===== src/common/clk_ctrl_pkg.sv =====
// Package of constants and types for the system clock control block
`default_nettype none
package clk_ctrl_pkg;
	// ***************************************************************
	// Clock rate and timing
	// ***************************************************************
	localparam int CLK_HZ = 25000000;
	localparam int CLK_NS = 40;
	localparam int WAKE_CYCLES = 6;
	localparam int RESET_BASE_CYCLES = 14;
	localparam int DELAY_SHORT_US = 4100;
	localparam int DELAY_LONG_US = 65000;
	// Round down is not wanted here: a least delay rounds up
	localparam int DELAY_SHORT_CYCLES = (DELAY_SHORT_US * 1000 + CLK_NS - 1) / CLK_NS;
	localparam int DELAY_LONG_CYCLES = (DELAY_LONG_US * 1000 + CLK_NS - 1) / CLK_NS;
	localparam int UNLOCK_CYCLES = 4;

	// ***************************************************************
	// Register map (byte addresses, word aligned)
	// ***************************************************************
	localparam logic [3:0] ADDR_TRIM = 4'h0;
	localparam logic [3:0] ADDR_DIVIDER = 4'h4;
	localparam logic [3:0] ADDR_ASYNC = 4'h8;
	localparam logic [3:0] ADDR_STATUS = 4'hc;

	// ***************************************************************
	// Field layouts and reset values
	// ***************************************************************
	localparam int CHANGE_ENABLE_BIT = 7;
	localparam int EXT_TIMER_CLK_BIT = 6;
	localparam logic [3:0] DIV_RESET_FUSE = 4'h3;
	localparam logic [3:0] DIV_RESET_PLAIN = 4'h0;
	localparam logic [3:0] DIV_MAX_CODE = 4'h8;
	localparam logic [3:0] SRC_EXTERNAL = 4'h0;
	localparam logic [3:0] SRC_RC_OSC = 4'h2;
	localparam logic [1:0] SUT_SHORT = 2'h0;
	localparam logic [1:0] SUT_MID = 2'h1;
	localparam logic [1:0] SUT_LONG = 2'h2;

	// ***************************************************************
	// Start-up sequencer states
	// ***************************************************************
	typedef enum logic [3:0] {
		ST_HOLD = 4'h1,
		ST_DELAY = 4'h2,
		ST_RUN = 4'h4,
		ST_WAKE = 4'h8
	} startup_state_t;
endpackage
`default_nettype wire


===== src/common/div_if.sv =====
// Interface carrying the divider request from the register file to the divider
`timescale 1ns/100ps
`default_nettype none
interface div_if;
	logic [3:0] select;
	logic run;
	logic tick;
	modport ctrl (output select, output run, input tick);
	modport div (input select, input run, output tick);
endinterface
`default_nettype wire


===== src/rtl/clk_divider.sv =====
// Glitch-free power-of-two system clock divider
`timescale 1ns/100ps
`default_nettype none
module clk_divider (
	// Clock and reset
	input wire logic CLK_IN,
	input wire logic RESET_IN,
	// Control
	div_if.div ctl
);
	logic [7:0] count;
	logic [3:0] active;
	logic [8:0] limit;
	logic wrap;

	// Terminal count of the currently active factor
	assign limit = 9'h001 << active;
	assign wrap = ({1'b0, count} + 9'h001) >= limit;

	// New factor only adopted at a period boundary, so no short period arises
	always_ff @(posedge CLK_IN) begin
		if (RESET_IN) begin
			count <= 8'h00;
			active <= 4'h0;
		end else if (!ctl.run) begin
			count <= 8'h00;
		end else if (wrap) begin
			count <= 8'h00;
			active <= ctl.select;
		end else begin
			count <= count + 8'h01;
		end
	end

	// One enable pulse per divided period
	assign ctl.tick = ctl.run && wrap;
endmodule
`default_nettype wire


===== src/rtl/startup_timer.sv =====
// Reset and wake start-up delay counter
`timescale 1ns/100ps
`default_nettype none
module startup_timer (
	// Clock and reset
	input wire logic CLK_IN,
	input wire logic RESET_IN,
	// Load and status
	input wire logic load_in,
	input wire logic [23:0] cycles_in,
	output logic done_out
);
	logic [23:0] remain;

	// Counts down a loaded delay; done while zero
	always_ff @(posedge CLK_IN) begin
		if (RESET_IN) begin
			remain <= 24'h000000;
		end else if (load_in) begin
			remain <= cycles_in;
		end else if (remain != 24'h000000) begin
			remain <= remain - 24'h000001;
		end
	end

	assign done_out = (remain == 24'h000000) && !load_in;
endmodule
`default_nettype wire


===== src/rtl/system_clock_control.sv =====
// System clock control: source select, start-up delay, prescaler, trim, clock out
// Behaviour
// External clock input drives the system when source fuse code is 0000.
// Wake from power-down or power-save waits six cycles.
// Reset delay is 14 cycles, plus 4.1 ms or 65 ms per start-up fuse.
// External source changes under 2 percent per cycle, else in reset.
// Clock output fuse drives system clock on its pin, also in reset.
// Clock output pin carries the divided system clock.
// Timer oscillator only with RC oscillator selected, system clock four times faster.
// Timer external clock select bit takes external clock on timer pin.
// Prescaler divides CPU, I/O, ADC and flash clocks together.
// Divider change makes no glitch nor any faster intermediate period.
// New factor active within old plus one to two new periods.
// Change needs enable write then divider write within four cycles.
// Change-enable updates only when other bits are written zero.
// Change-enable clears after four cycles or on divider write, no extension.
// Codes 0 to 8 divide by two to the code; others reserved.
// Divider resets to 0011 with divide-by-eight fuse, else 0000.
// Trim register loads factory value at reset; writes retune oscillator.
// Top trim bit picks low or high range.
// Lower seven trim bits tune upward within the range.
// Software keeps trim at or below 8.8 MHz during memory writes.
// Software disables interrupts during the divider change sequence.
// Divider register reads enable and divider bits, bits 6 to 4 zero.
`timescale 1ns/100ps
`default_nettype none
module system_clock_control #(
	parameter int DELAY_SHORT = clk_ctrl_pkg::DELAY_SHORT_CYCLES,
	parameter int DELAY_LONG = clk_ctrl_pkg::DELAY_LONG_CYCLES,
	parameter logic [7:0] FACTORY_TRIM = 8'h80 // Arbitrary neutral value
) (
	// Clock and reset
	input wire logic CLK_IN,
	input wire logic RESET_IN,
	// Avalon-MM slave
	input wire logic [3:0] AVS_ADDRESS_IN,
	input wire logic AVS_READ_IN,
	input wire logic AVS_WRITE_IN,
	input wire logic [31:0] AVS_WRITEDATA_IN,
	input wire logic [3:0] AVS_BYTEENABLE_IN,
	output logic [31:0] AVS_READDATA_OUT,
	output logic AVS_WAITREQUEST_OUT,
	// Fuses
	input wire logic [3:0] CLOCK_SOURCE_SELECT_FUSE_IN,
	input wire logic [1:0] STARTUP_DELAY_FUSE_IN,
	input wire logic CLOCK_OUTPUT_FUSE_IN,
	input wire logic DIVIDE_BY_EIGHT_FUSE_IN,
	// Sleep wake request from power management
	input wire logic DEEP_WAKE_IN,
	// Pins
	input wire logic CRYSTAL_INPUT_PIN_IN,
	input wire logic TIMER_OSC_INPUT_PIN_IN,
	input wire logic PORT_PIN_DATA_IN,
	output logic CLOCK_OUTPUT_PIN_OUT,
	// Clock enables to the domains
	output logic CPU_CLK_EN_OUT,
	output logic IO_CLK_EN_OUT,
	output logic ADC_CLK_EN_OUT,
	output logic FLASH_CLK_EN_OUT,
	// Oscillator and timer controls
	output logic [7:0] RC_OSCILLATOR_TRIM_OUT,
	output logic TRIM_RANGE_SELECT_OUT,
	output logic EXTERNAL_SOURCE_ACTIVE_OUT,
	output logic TIMER_OSC_ALLOWED_OUT,
	output logic TIMER_CLOCK_OUT,
	output logic TIMER_CLOCK_VALID_OUT,
	output logic [3:0] DIVIDER_SELECT_OUT
);
	// ***************************************************************
	// Registers and wires
	// ***************************************************************
	clk_ctrl_pkg::startup_state_t state, next_state;
	logic [7:0] rc_oscillator_trim;
	logic [3:0] divider_select;
	logic divider_change_enable;
	logic [2:0] unlock_count;
	logic timer_external_clock_select;
	logic rd_ack;
	logic fuse_div8;
	logic timer_load;
	logic timer_done;
	logic [23:0] timer_cycles;
	logic [23:0] reset_cycles;
	logic sys_tick;
	logic src_src;
	div_if dv ();

	// Address decode on byte addresses with lane 0 strobe
	wire wr_lane0 = AVS_WRITE_IN && AVS_BYTEENABLE_IN[0];
	wire wr_trim = wr_lane0 && (AVS_ADDRESS_IN == clk_ctrl_pkg::ADDR_TRIM);
	wire wr_div = wr_lane0 && (AVS_ADDRESS_IN == clk_ctrl_pkg::ADDR_DIVIDER);
	wire wr_async = wr_lane0 && (AVS_ADDRESS_IN == clk_ctrl_pkg::ADDR_ASYNC);
	wire [7:0] wbyte = AVS_WRITEDATA_IN[7:0];
	wire others_zero = (wbyte[6:0] == 7'h00);
	wire enable_write = wr_div && wbyte[clk_ctrl_pkg::CHANGE_ENABLE_BIT] && others_zero;
	wire select_write = wr_div && !wbyte[clk_ctrl_pkg::CHANGE_ENABLE_BIT] && divider_change_enable;
	wire plain_write = wr_div && !wbyte[clk_ctrl_pkg::CHANGE_ENABLE_BIT];
	wire unlock_expired = (unlock_count == 3'(clk_ctrl_pkg::UNLOCK_CYCLES - 1));
	wire is_external = (CLOCK_SOURCE_SELECT_FUSE_IN == clk_ctrl_pkg::SRC_EXTERNAL);
	wire is_rc = (CLOCK_SOURCE_SELECT_FUSE_IN == clk_ctrl_pkg::SRC_RC_OSC);

	// Reserved codes clamp to the largest factor
	function automatic logic [3:0] legal_code(input logic [3:0] code);
		legal_code = (code > clk_ctrl_pkg::DIV_MAX_CODE) ? clk_ctrl_pkg::DIV_MAX_CODE : code;
	endfunction

	// ***************************************************************
	// Start-up delay selection
	// ***************************************************************
	// Reserved start-up code takes the longest delay as the safe side
	always_comb begin
		unique case (STARTUP_DELAY_FUSE_IN)
			clk_ctrl_pkg::SUT_SHORT: reset_cycles = 24'(clk_ctrl_pkg::RESET_BASE_CYCLES);
			clk_ctrl_pkg::SUT_MID: reset_cycles = 24'(clk_ctrl_pkg::RESET_BASE_CYCLES + DELAY_SHORT);
			clk_ctrl_pkg::SUT_LONG: reset_cycles = 24'(clk_ctrl_pkg::RESET_BASE_CYCLES + DELAY_LONG);
			default: reset_cycles = 24'(clk_ctrl_pkg::RESET_BASE_CYCLES + DELAY_LONG);
		endcase
	end

	// Loaded once leaving reset, or on a deep-sleep wake
	assign timer_load = (state == clk_ctrl_pkg::ST_HOLD) || (state == clk_ctrl_pkg::ST_RUN && DEEP_WAKE_IN);
	assign timer_cycles = (state == clk_ctrl_pkg::ST_HOLD) ? reset_cycles :
		24'(clk_ctrl_pkg::WAKE_CYCLES - 1);

	startup_timer u_timer (
		.CLK_IN(CLK_IN),
		.RESET_IN(RESET_IN),
		.load_in(timer_load),
		.cycles_in(timer_cycles),
		.done_out(timer_done)
	);

	// ***************************************************************
	// Start-up sequencer
	// ***************************************************************
	always_comb begin
		next_state = state;
		unique case (state)
			clk_ctrl_pkg::ST_HOLD: next_state = clk_ctrl_pkg::ST_DELAY;
			clk_ctrl_pkg::ST_DELAY: if (timer_done) next_state = clk_ctrl_pkg::ST_RUN;
			clk_ctrl_pkg::ST_RUN: if (DEEP_WAKE_IN) next_state = clk_ctrl_pkg::ST_WAKE;
			clk_ctrl_pkg::ST_WAKE: if (timer_done) next_state = clk_ctrl_pkg::ST_RUN;
			default: next_state = clk_ctrl_pkg::ST_HOLD;
		endcase
	end

	always_ff @(posedge CLK_IN) begin
		if (RESET_IN) begin
			state <= clk_ctrl_pkg::ST_HOLD;
		end else begin
			state <= next_state;
		end
	end

	// Fuse strap caught in the first cycle after reset release
	always_ff @(posedge CLK_IN) begin
		if (RESET_IN) begin
			fuse_div8 <= 1'b0;
		end else if (state == clk_ctrl_pkg::ST_HOLD) begin
			fuse_div8 <= DIVIDE_BY_EIGHT_FUSE_IN;
		end
	end

	// ***************************************************************
	// Prescale register with timed unlock
	// ***************************************************************
	// Count starts only on the first enable write; rewrite does not restart it
	always_ff @(posedge CLK_IN) begin
		if (RESET_IN) begin
			divider_change_enable <= 1'b0;
			unlock_count <= 3'h0;
		end else if (divider_change_enable) begin
			if (unlock_expired || plain_write) begin
				divider_change_enable <= 1'b0;
			end
			unlock_count <= unlock_count + 3'h1;
		end else if (enable_write) begin
			divider_change_enable <= 1'b1;
			unlock_count <= 3'h0;
		end
	end

	// Divider bits: reset value from the fuse, then only unlocked writes
	always_ff @(posedge CLK_IN) begin
		if (RESET_IN) begin
			divider_select <= clk_ctrl_pkg::DIV_RESET_PLAIN;
		end else if (state == clk_ctrl_pkg::ST_HOLD) begin
			divider_select <= DIVIDE_BY_EIGHT_FUSE_IN ? clk_ctrl_pkg::DIV_RESET_FUSE :
				clk_ctrl_pkg::DIV_RESET_PLAIN;
		end else if (select_write) begin
			divider_select <= wbyte[3:0];
		end
	end

	// ***************************************************************
	// Trim and timer clock select registers
	// ***************************************************************
	always_ff @(posedge CLK_IN) begin
		if (RESET_IN) begin
			rc_oscillator_trim <= FACTORY_TRIM;
			timer_external_clock_select <= 1'b0;
		end else begin
			if (wr_trim) begin
				rc_oscillator_trim <= wbyte;
			end
			if (wr_async) begin
				timer_external_clock_select <= wbyte[clk_ctrl_pkg::EXT_TIMER_CLK_BIT];
			end
		end
	end

	// ***************************************************************
	// Bus answer
	// ***************************************************************
	// Reads wait one cycle so read data come from a flip-flop
	always_ff @(posedge CLK_IN) begin
		if (RESET_IN) begin
			rd_ack <= 1'b0;
			AVS_READDATA_OUT <= 32'h00000000;
		end else begin
			rd_ack <= AVS_READ_IN && !rd_ack;
			unique case (AVS_ADDRESS_IN)
				clk_ctrl_pkg::ADDR_TRIM: AVS_READDATA_OUT <= {24'h000000, rc_oscillator_trim};
				clk_ctrl_pkg::ADDR_DIVIDER: AVS_READDATA_OUT <= {24'h000000, divider_change_enable,
					3'h0, divider_select};
				clk_ctrl_pkg::ADDR_ASYNC: AVS_READDATA_OUT <= {25'h0000000, timer_external_clock_select,
					6'h00};
				clk_ctrl_pkg::ADDR_STATUS: AVS_READDATA_OUT <= {28'h0000000, state};
				default: AVS_READDATA_OUT <= 32'h00000000;
			endcase
		end
	end

	assign AVS_WAITREQUEST_OUT = AVS_READ_IN && !rd_ack;

	// ***************************************************************
	// Divider and clock distribution
	// ***************************************************************
	assign dv.select = legal_code(divider_select);
	assign dv.run = (state == clk_ctrl_pkg::ST_RUN);

	clk_divider u_div (
		.CLK_IN(CLK_IN),
		.RESET_IN(RESET_IN),
		.ctl(dv)
	);

	// One enable for all four domains keeps them in step
	assign sys_tick = dv.tick;
	assign CPU_CLK_EN_OUT = sys_tick;
	assign IO_CLK_EN_OUT = sys_tick;
	assign ADC_CLK_EN_OUT = sys_tick;
	assign FLASH_CLK_EN_OUT = sys_tick;

	// Source clock: external input or, for other sources, a constant high level
	assign src_src = is_external ? CRYSTAL_INPUT_PIN_IN : 1'b1;

	// Divided clock shown on the pin; in reset the undivided clock keeps running.
	// The first reset cycle seeds a known level, as a toggle cannot start from nothing
	always_ff @(posedge CLK_IN) begin
		if (!RESET_IN || state == clk_ctrl_pkg::ST_HOLD) begin
			if (!CLOCK_OUTPUT_FUSE_IN) begin
				CLOCK_OUTPUT_PIN_OUT <= PORT_PIN_DATA_IN;
			end else if (state != clk_ctrl_pkg::ST_RUN) begin
				CLOCK_OUTPUT_PIN_OUT <= ~CLOCK_OUTPUT_PIN_OUT;
			end else if (sys_tick) begin
				CLOCK_OUTPUT_PIN_OUT <= ~CLOCK_OUTPUT_PIN_OUT;
			end
		end else begin
			CLOCK_OUTPUT_PIN_OUT <= 1'b0;
		end
	end

	// ***************************************************************
	// Oscillator and timer pin outputs
	// ***************************************************************
	assign RC_OSCILLATOR_TRIM_OUT = rc_oscillator_trim;
	assign TRIM_RANGE_SELECT_OUT = rc_oscillator_trim[7];
	assign EXTERNAL_SOURCE_ACTIVE_OUT = is_external && src_src;
	assign TIMER_OSC_ALLOWED_OUT = is_rc;
	assign TIMER_CLOCK_OUT = timer_external_clock_select && is_rc && TIMER_OSC_INPUT_PIN_IN;
	assign TIMER_CLOCK_VALID_OUT = timer_external_clock_select && is_rc;
	assign DIVIDER_SELECT_OUT = divider_select;
endmodule
`default_nettype wire


===== config.mk =====
export PLATFORM = sky130hd
export DESIGN_NAME = system_clock_control
export DESIGN_NICKNAME = d
export VERILOG_FILES = /design/src/common/clk_ctrl_pkg.sv /design/src/common/div_if.sv /design/src/rtl/clk_divider.sv /design/src/rtl/startup_timer.sv /design/src/rtl/system_clock_control.sv
export SDC_FILE = /design/constraint.sdc
export NUM_CORES = 1
export LEC_CHECK = 0
export BUFFER_PORTS_ARGS = -buffer_cell sky130_fd_sc_hd__clkbuf_2
export CORE_MARGIN = 1
export CORE_UTILIZATION = 25
export DETAILED_ROUTE_END_ITERATION = 6
export PLACE_DENSITY = 0.47
export SYNTH_ARGS = -nofsm -noshare
export SYNTH_HDL_FRONTEND = slang
export SYNTH_SLANG_ARGS = --single-unit

===== constraint.sdc =====
create_clock -name CLK_IN -period 4.74 [get_ports CLK_IN]
set_input_delay 0.237 -clock CLK_IN [delete_from_list [all_inputs] [get_ports CLK_IN]]
set_output_delay 0.237 -clock CLK_IN [all_outputs]
set_load 0.01 [all_outputs]

==> impl_summary.md <==
Outcome
The flow ran to the end, and the final reports show no timing, DRC or antenna violations.

STA
Subtracting the final worst setup slack from the clock period gives 3.28 ns. The post-route fraction of the period consumed by the critical path is 69.1%. The relative max-transition margin is 41.7%. The total count of hold-check failures in the final report is 0.

The final count of negative-setup-slack endpoints is 0. The number of pins exceeding their max-slew limit in the final report is 0. The worst clock skew is around 0.0077 ns.

Setup repair after global routing left no endpoint under its margin. Based on the critical path, the design can be clocked at up to about 0.3 GHz. The pin slew with the least headroom to its limit is 0.875 ns. The post-route setup TNS is 0 ns.

Run
The number of maximum-capacitance constraint violations is 0.

Final layout
Cells with a size suffix above 1 make up 20.0% of the layout. After the last flow step, the layout net total stands at roughly 540. The diode insertion count for antenna repair is 0. The core utilization of the finished layout is 30.9%. The layout overhead on the synthesized area is 19.7%.

Floorplan
From bottom edge to top edge, the die measures 122 µm. The die width is 122 µm. The I/O pin total is 111. Once the floorplan was initialized, standard cells occupied 25.8% of the core.

The floorplan has 43 rows. The overall die area is 14900 µm². The core region is 14000 µm².

Route
In this run the remaining antenna-violating nets after routing total 0. The via count is 2964. In the routed design, unresolved DRC markers number 0. The DRC violation total after the first TritonRoute iteration is 149. The first detailed-routing pass ran for 4 iterations. The final wirelength is 8700 µm.

The average wire per standard cell is about 13 µm. Using the TritonRoute via totals, the vias-per-cell ratio works out to roughly 4.5.

Setup path
The critical path is of the reg2out type. STA puts the critical path data required time at roughly 4.5 ns. The maximum fanout count along the critical path is 8.

For this run, the slowest stage of the critical path takes 0.73 ns. In this design, the largest share of critical-path delay is due to compound AO/OA/AOI/OAI gates. The slowest library cell on the worst path is a21oi_1. Walking the worst path, the cells encountered are ha_1 -> nand3_1 -> nor2_1 -> xor2_1 -> ha_1 -> nand4_1 -> nor2_1 -> a21oi_1 -> a21oi_1 -> clkbuf_2.

The worst setup path is launched from a flop. The number of buffers and inverters on the critical path is 1. STA classifies the critical path endpoint as an output port. The arrival time at the worst endpoint is between 3 and 4 ns.

Synthesis
The synthesized-area fraction occupied by ao, oa, aoi and oai cells is between 10% and 20%. The largest family of logic cells by synthesized area is simple AND/OR/NAND/NOR gates. During synthesis, Yosys emitted a total of 0 warnings.

The post-synthesis async set-or-reset flop share is 0%. In the synthesized netlist, mux cells make up ~6.4% of the area. The synthesized netlist devotes 28.8% of its cell area to simple gates.

The number of different library cells used by synthesis comes to 62. Each instance of the synthesized netlist takes up on average about 8.7 µm². The post-synthesis instance total is just over 400. The sequential-to-total area share from yosys stat is 37.2%.

The top flip-flop cell by instance count after synthesis is dfxtp_1. Summing the areas of all fa, ha and maj instances in the mapped netlist gives 4.51% of the synthesized area. The parity-gate share of the synthesized area counting xor and xnor cells is 4.85%. The post-synthesis cell area is 3610 µm². In the post-synthesis netlist, the biggest area contributors are dfxtp_1, mux2i_1, buf_4. In this run, synthesis inferred 0 flip-flops with an integrated enable.

The share of synthesized area in the top cell type comes to 37.2%. Of all cell types, the one taking the most synthesized area is dfxtp_1. Synthesis inferred 67 register bits.

CTS
The H-tree depth is 3. TritonCTS built the clock tree. Clock-pin slew was measured on the worst setup and hold paths at approximately 0.060 ns. The clock drives 67 sinks. The number of setup buffers added after CTS is 0.

The number of gates resized after CTS was 0. The clock buffer count from CTS is 9. The maximum clock path buffer count is 2. The worst-skew pair later-pin latency is 0.34 ns. The number of hold buffers added after CTS was 0. The root buffer cell chosen for the clock tree is clkbuf_16.

Hold path
The path class of the tightest hold or removal check is in2reg.

GRT
The number of antenna violations at the first check in global routing came to 0. The number of global-route vias before repair came to between 2k and 3k. The sum of overflow across all layers after global routing is 0.

The global router's overall resource usage is about an eighth. The first-pass GRT wire length is 14300 µm. Entering global routing, the biggest net connects 47 pins.

Power and ir drop
The leakage power is 1.70 nW. The power per cell area is 408 nW/µm². Across the VDD grid, the largest voltage drop is 0.164 mV.

Place
The half-perimeter wire length after detailed placement is 6350 µm. Routability-driven placement finished with a final weighted congestion of 0.735. The number of I/O port buffers is 59.
metrics by stage:
stage	std cells	hold WS (ns)	total power [mW]	setup slack, ns	area, µm²
final	655	0.156	1.76	1.46	4320
after global routing	655	0.173	1.86	1.11	4320
after CTS	655	0.150	1.79	1.42	4320
after detailed placement	639	0.457	0.996	1.78	3980
after global placement	639	0.448	0.992	1.84	3980
after floorplan	437	0.355	0.921	2.15	3700
flip-flops by register name (all words and copies together), names as in the netlist:
| name | flops |
|---|---|
| timer_external_clock_select | 1 |
| unlock_count | 3 |
| DIVIDER_SELECT_OUT | 4 |
| u_div.count | 8 |
| rd_ack | 1 |
| u_div.active | 4 |
| state | 4 |
| CLOCK_OUTPUT_PIN_OUT | 1 |
| AVS_READDATA_OUT | 8 |
| u_timer.remain | 24 |
| divider_change_enable | 1 |
| RC_OSCILLATOR_TRIM_OUT | 8 |
layout by cell type (no fill, tap or decap), types with 5 or more instances in the layout:
master     instances
nor2b_1           16
mux2i_1           22
nand3_1            8
or3_1              6
ha_1              13
nand2_1           22
nor4_1            11
clkbuf_16          9
nand2b_1           7
o21ai_0            8
inv_1             10
xnor2_1           13
nand3b_1           5
nor2_1            51
xor2_1             7
dfxtp_1           67
clkbuf_2          59
nor3_1            18
conb_1            24
a21oi_1           21
power breakdown:
| part | leakage (nW) | switching [mW] | internal [mW] |
|---|---|---|---|
| Combinational | 0.999 | 0.191 | 0.140 |
| Clock | 0.159 | 0.266 | 0.515 |
| Sequential | 0.545 | 0.0475 | 0.606 |
| Total | 1.70 | 0.504 | 1.26 |
layer usage:
| metal | GRT usage, % | wire [µm] |
|---|---|---|
| met1 | 16.2 | 4260 |
| met2 | 19.5 | 3990 |
| met3 | 3.93 | 339 |
| met4 | 4.73 | 111 |
| met5 | 0 | 0 |
Yosys cell counts, types with 3 or more instances:
cell type	n
dfxtp_1	67
nor2_1	51
buf_4	28
mux2i_1	22
nand2_1	22
a21oi_1	21
nor3_1	18
nor2b_1	16
ha_1	13
xnor2_1	13
nor4_1	11
inv_1	10
clkbuf_1	8
nand3_1	8
o21ai_0	8
nand2b_1	7
xor2_1	7
or3_1	6
nand3b_1	5
a2111oi_0	4
a31oi_1	4
and2_1	4
and3_1	4
or4_1	4
nand4_1	3
nor4b_1	3
or3b_2	3
or4_4	3
cells by family after synthesis:
family | Yosys count
XOR/XNOR | 20
AND/OR/NAND/NOR | 185
buffers and inverters | 49
other | 1
flip-flops | 67
AO/OA/AOI/OAI | 56
multiplexers | 23
adder cells (fa/ha/maj) | 13
final timing paths:
kind	from	to	slack, ns	cells after the start
setup / recovery	u_div.count[0]	CPU_CLK_EN_OUT	1.46	10
hold / removal	AVS_WRITEDATA_IN[7]	RC_OSCILLATOR_TRIM_OUT[7]	0.16	2
setup reg to reg	u_div.count[0]	u_div.active[0]	1.97	10
hold reg to reg	u_timer.remain[22]	u_timer.remain[22]	0.46	2
layout make-up:
| class | instances | area, µm² |
|---|---|---|
| timing repair buffer | 61 | 310 |
| clock inverter | 6 | 114 |
| multi-input combinational | 321 | 2060 |
| sequential | 67 | 1340 |
| fill | 1472 | 9670 |
| clock buffer | 10 | 229 |
| inverter | 10 | 37.5 |
| tap | 180 | 225 |
No activity file was read; power rests on OpenSTA's default activity.
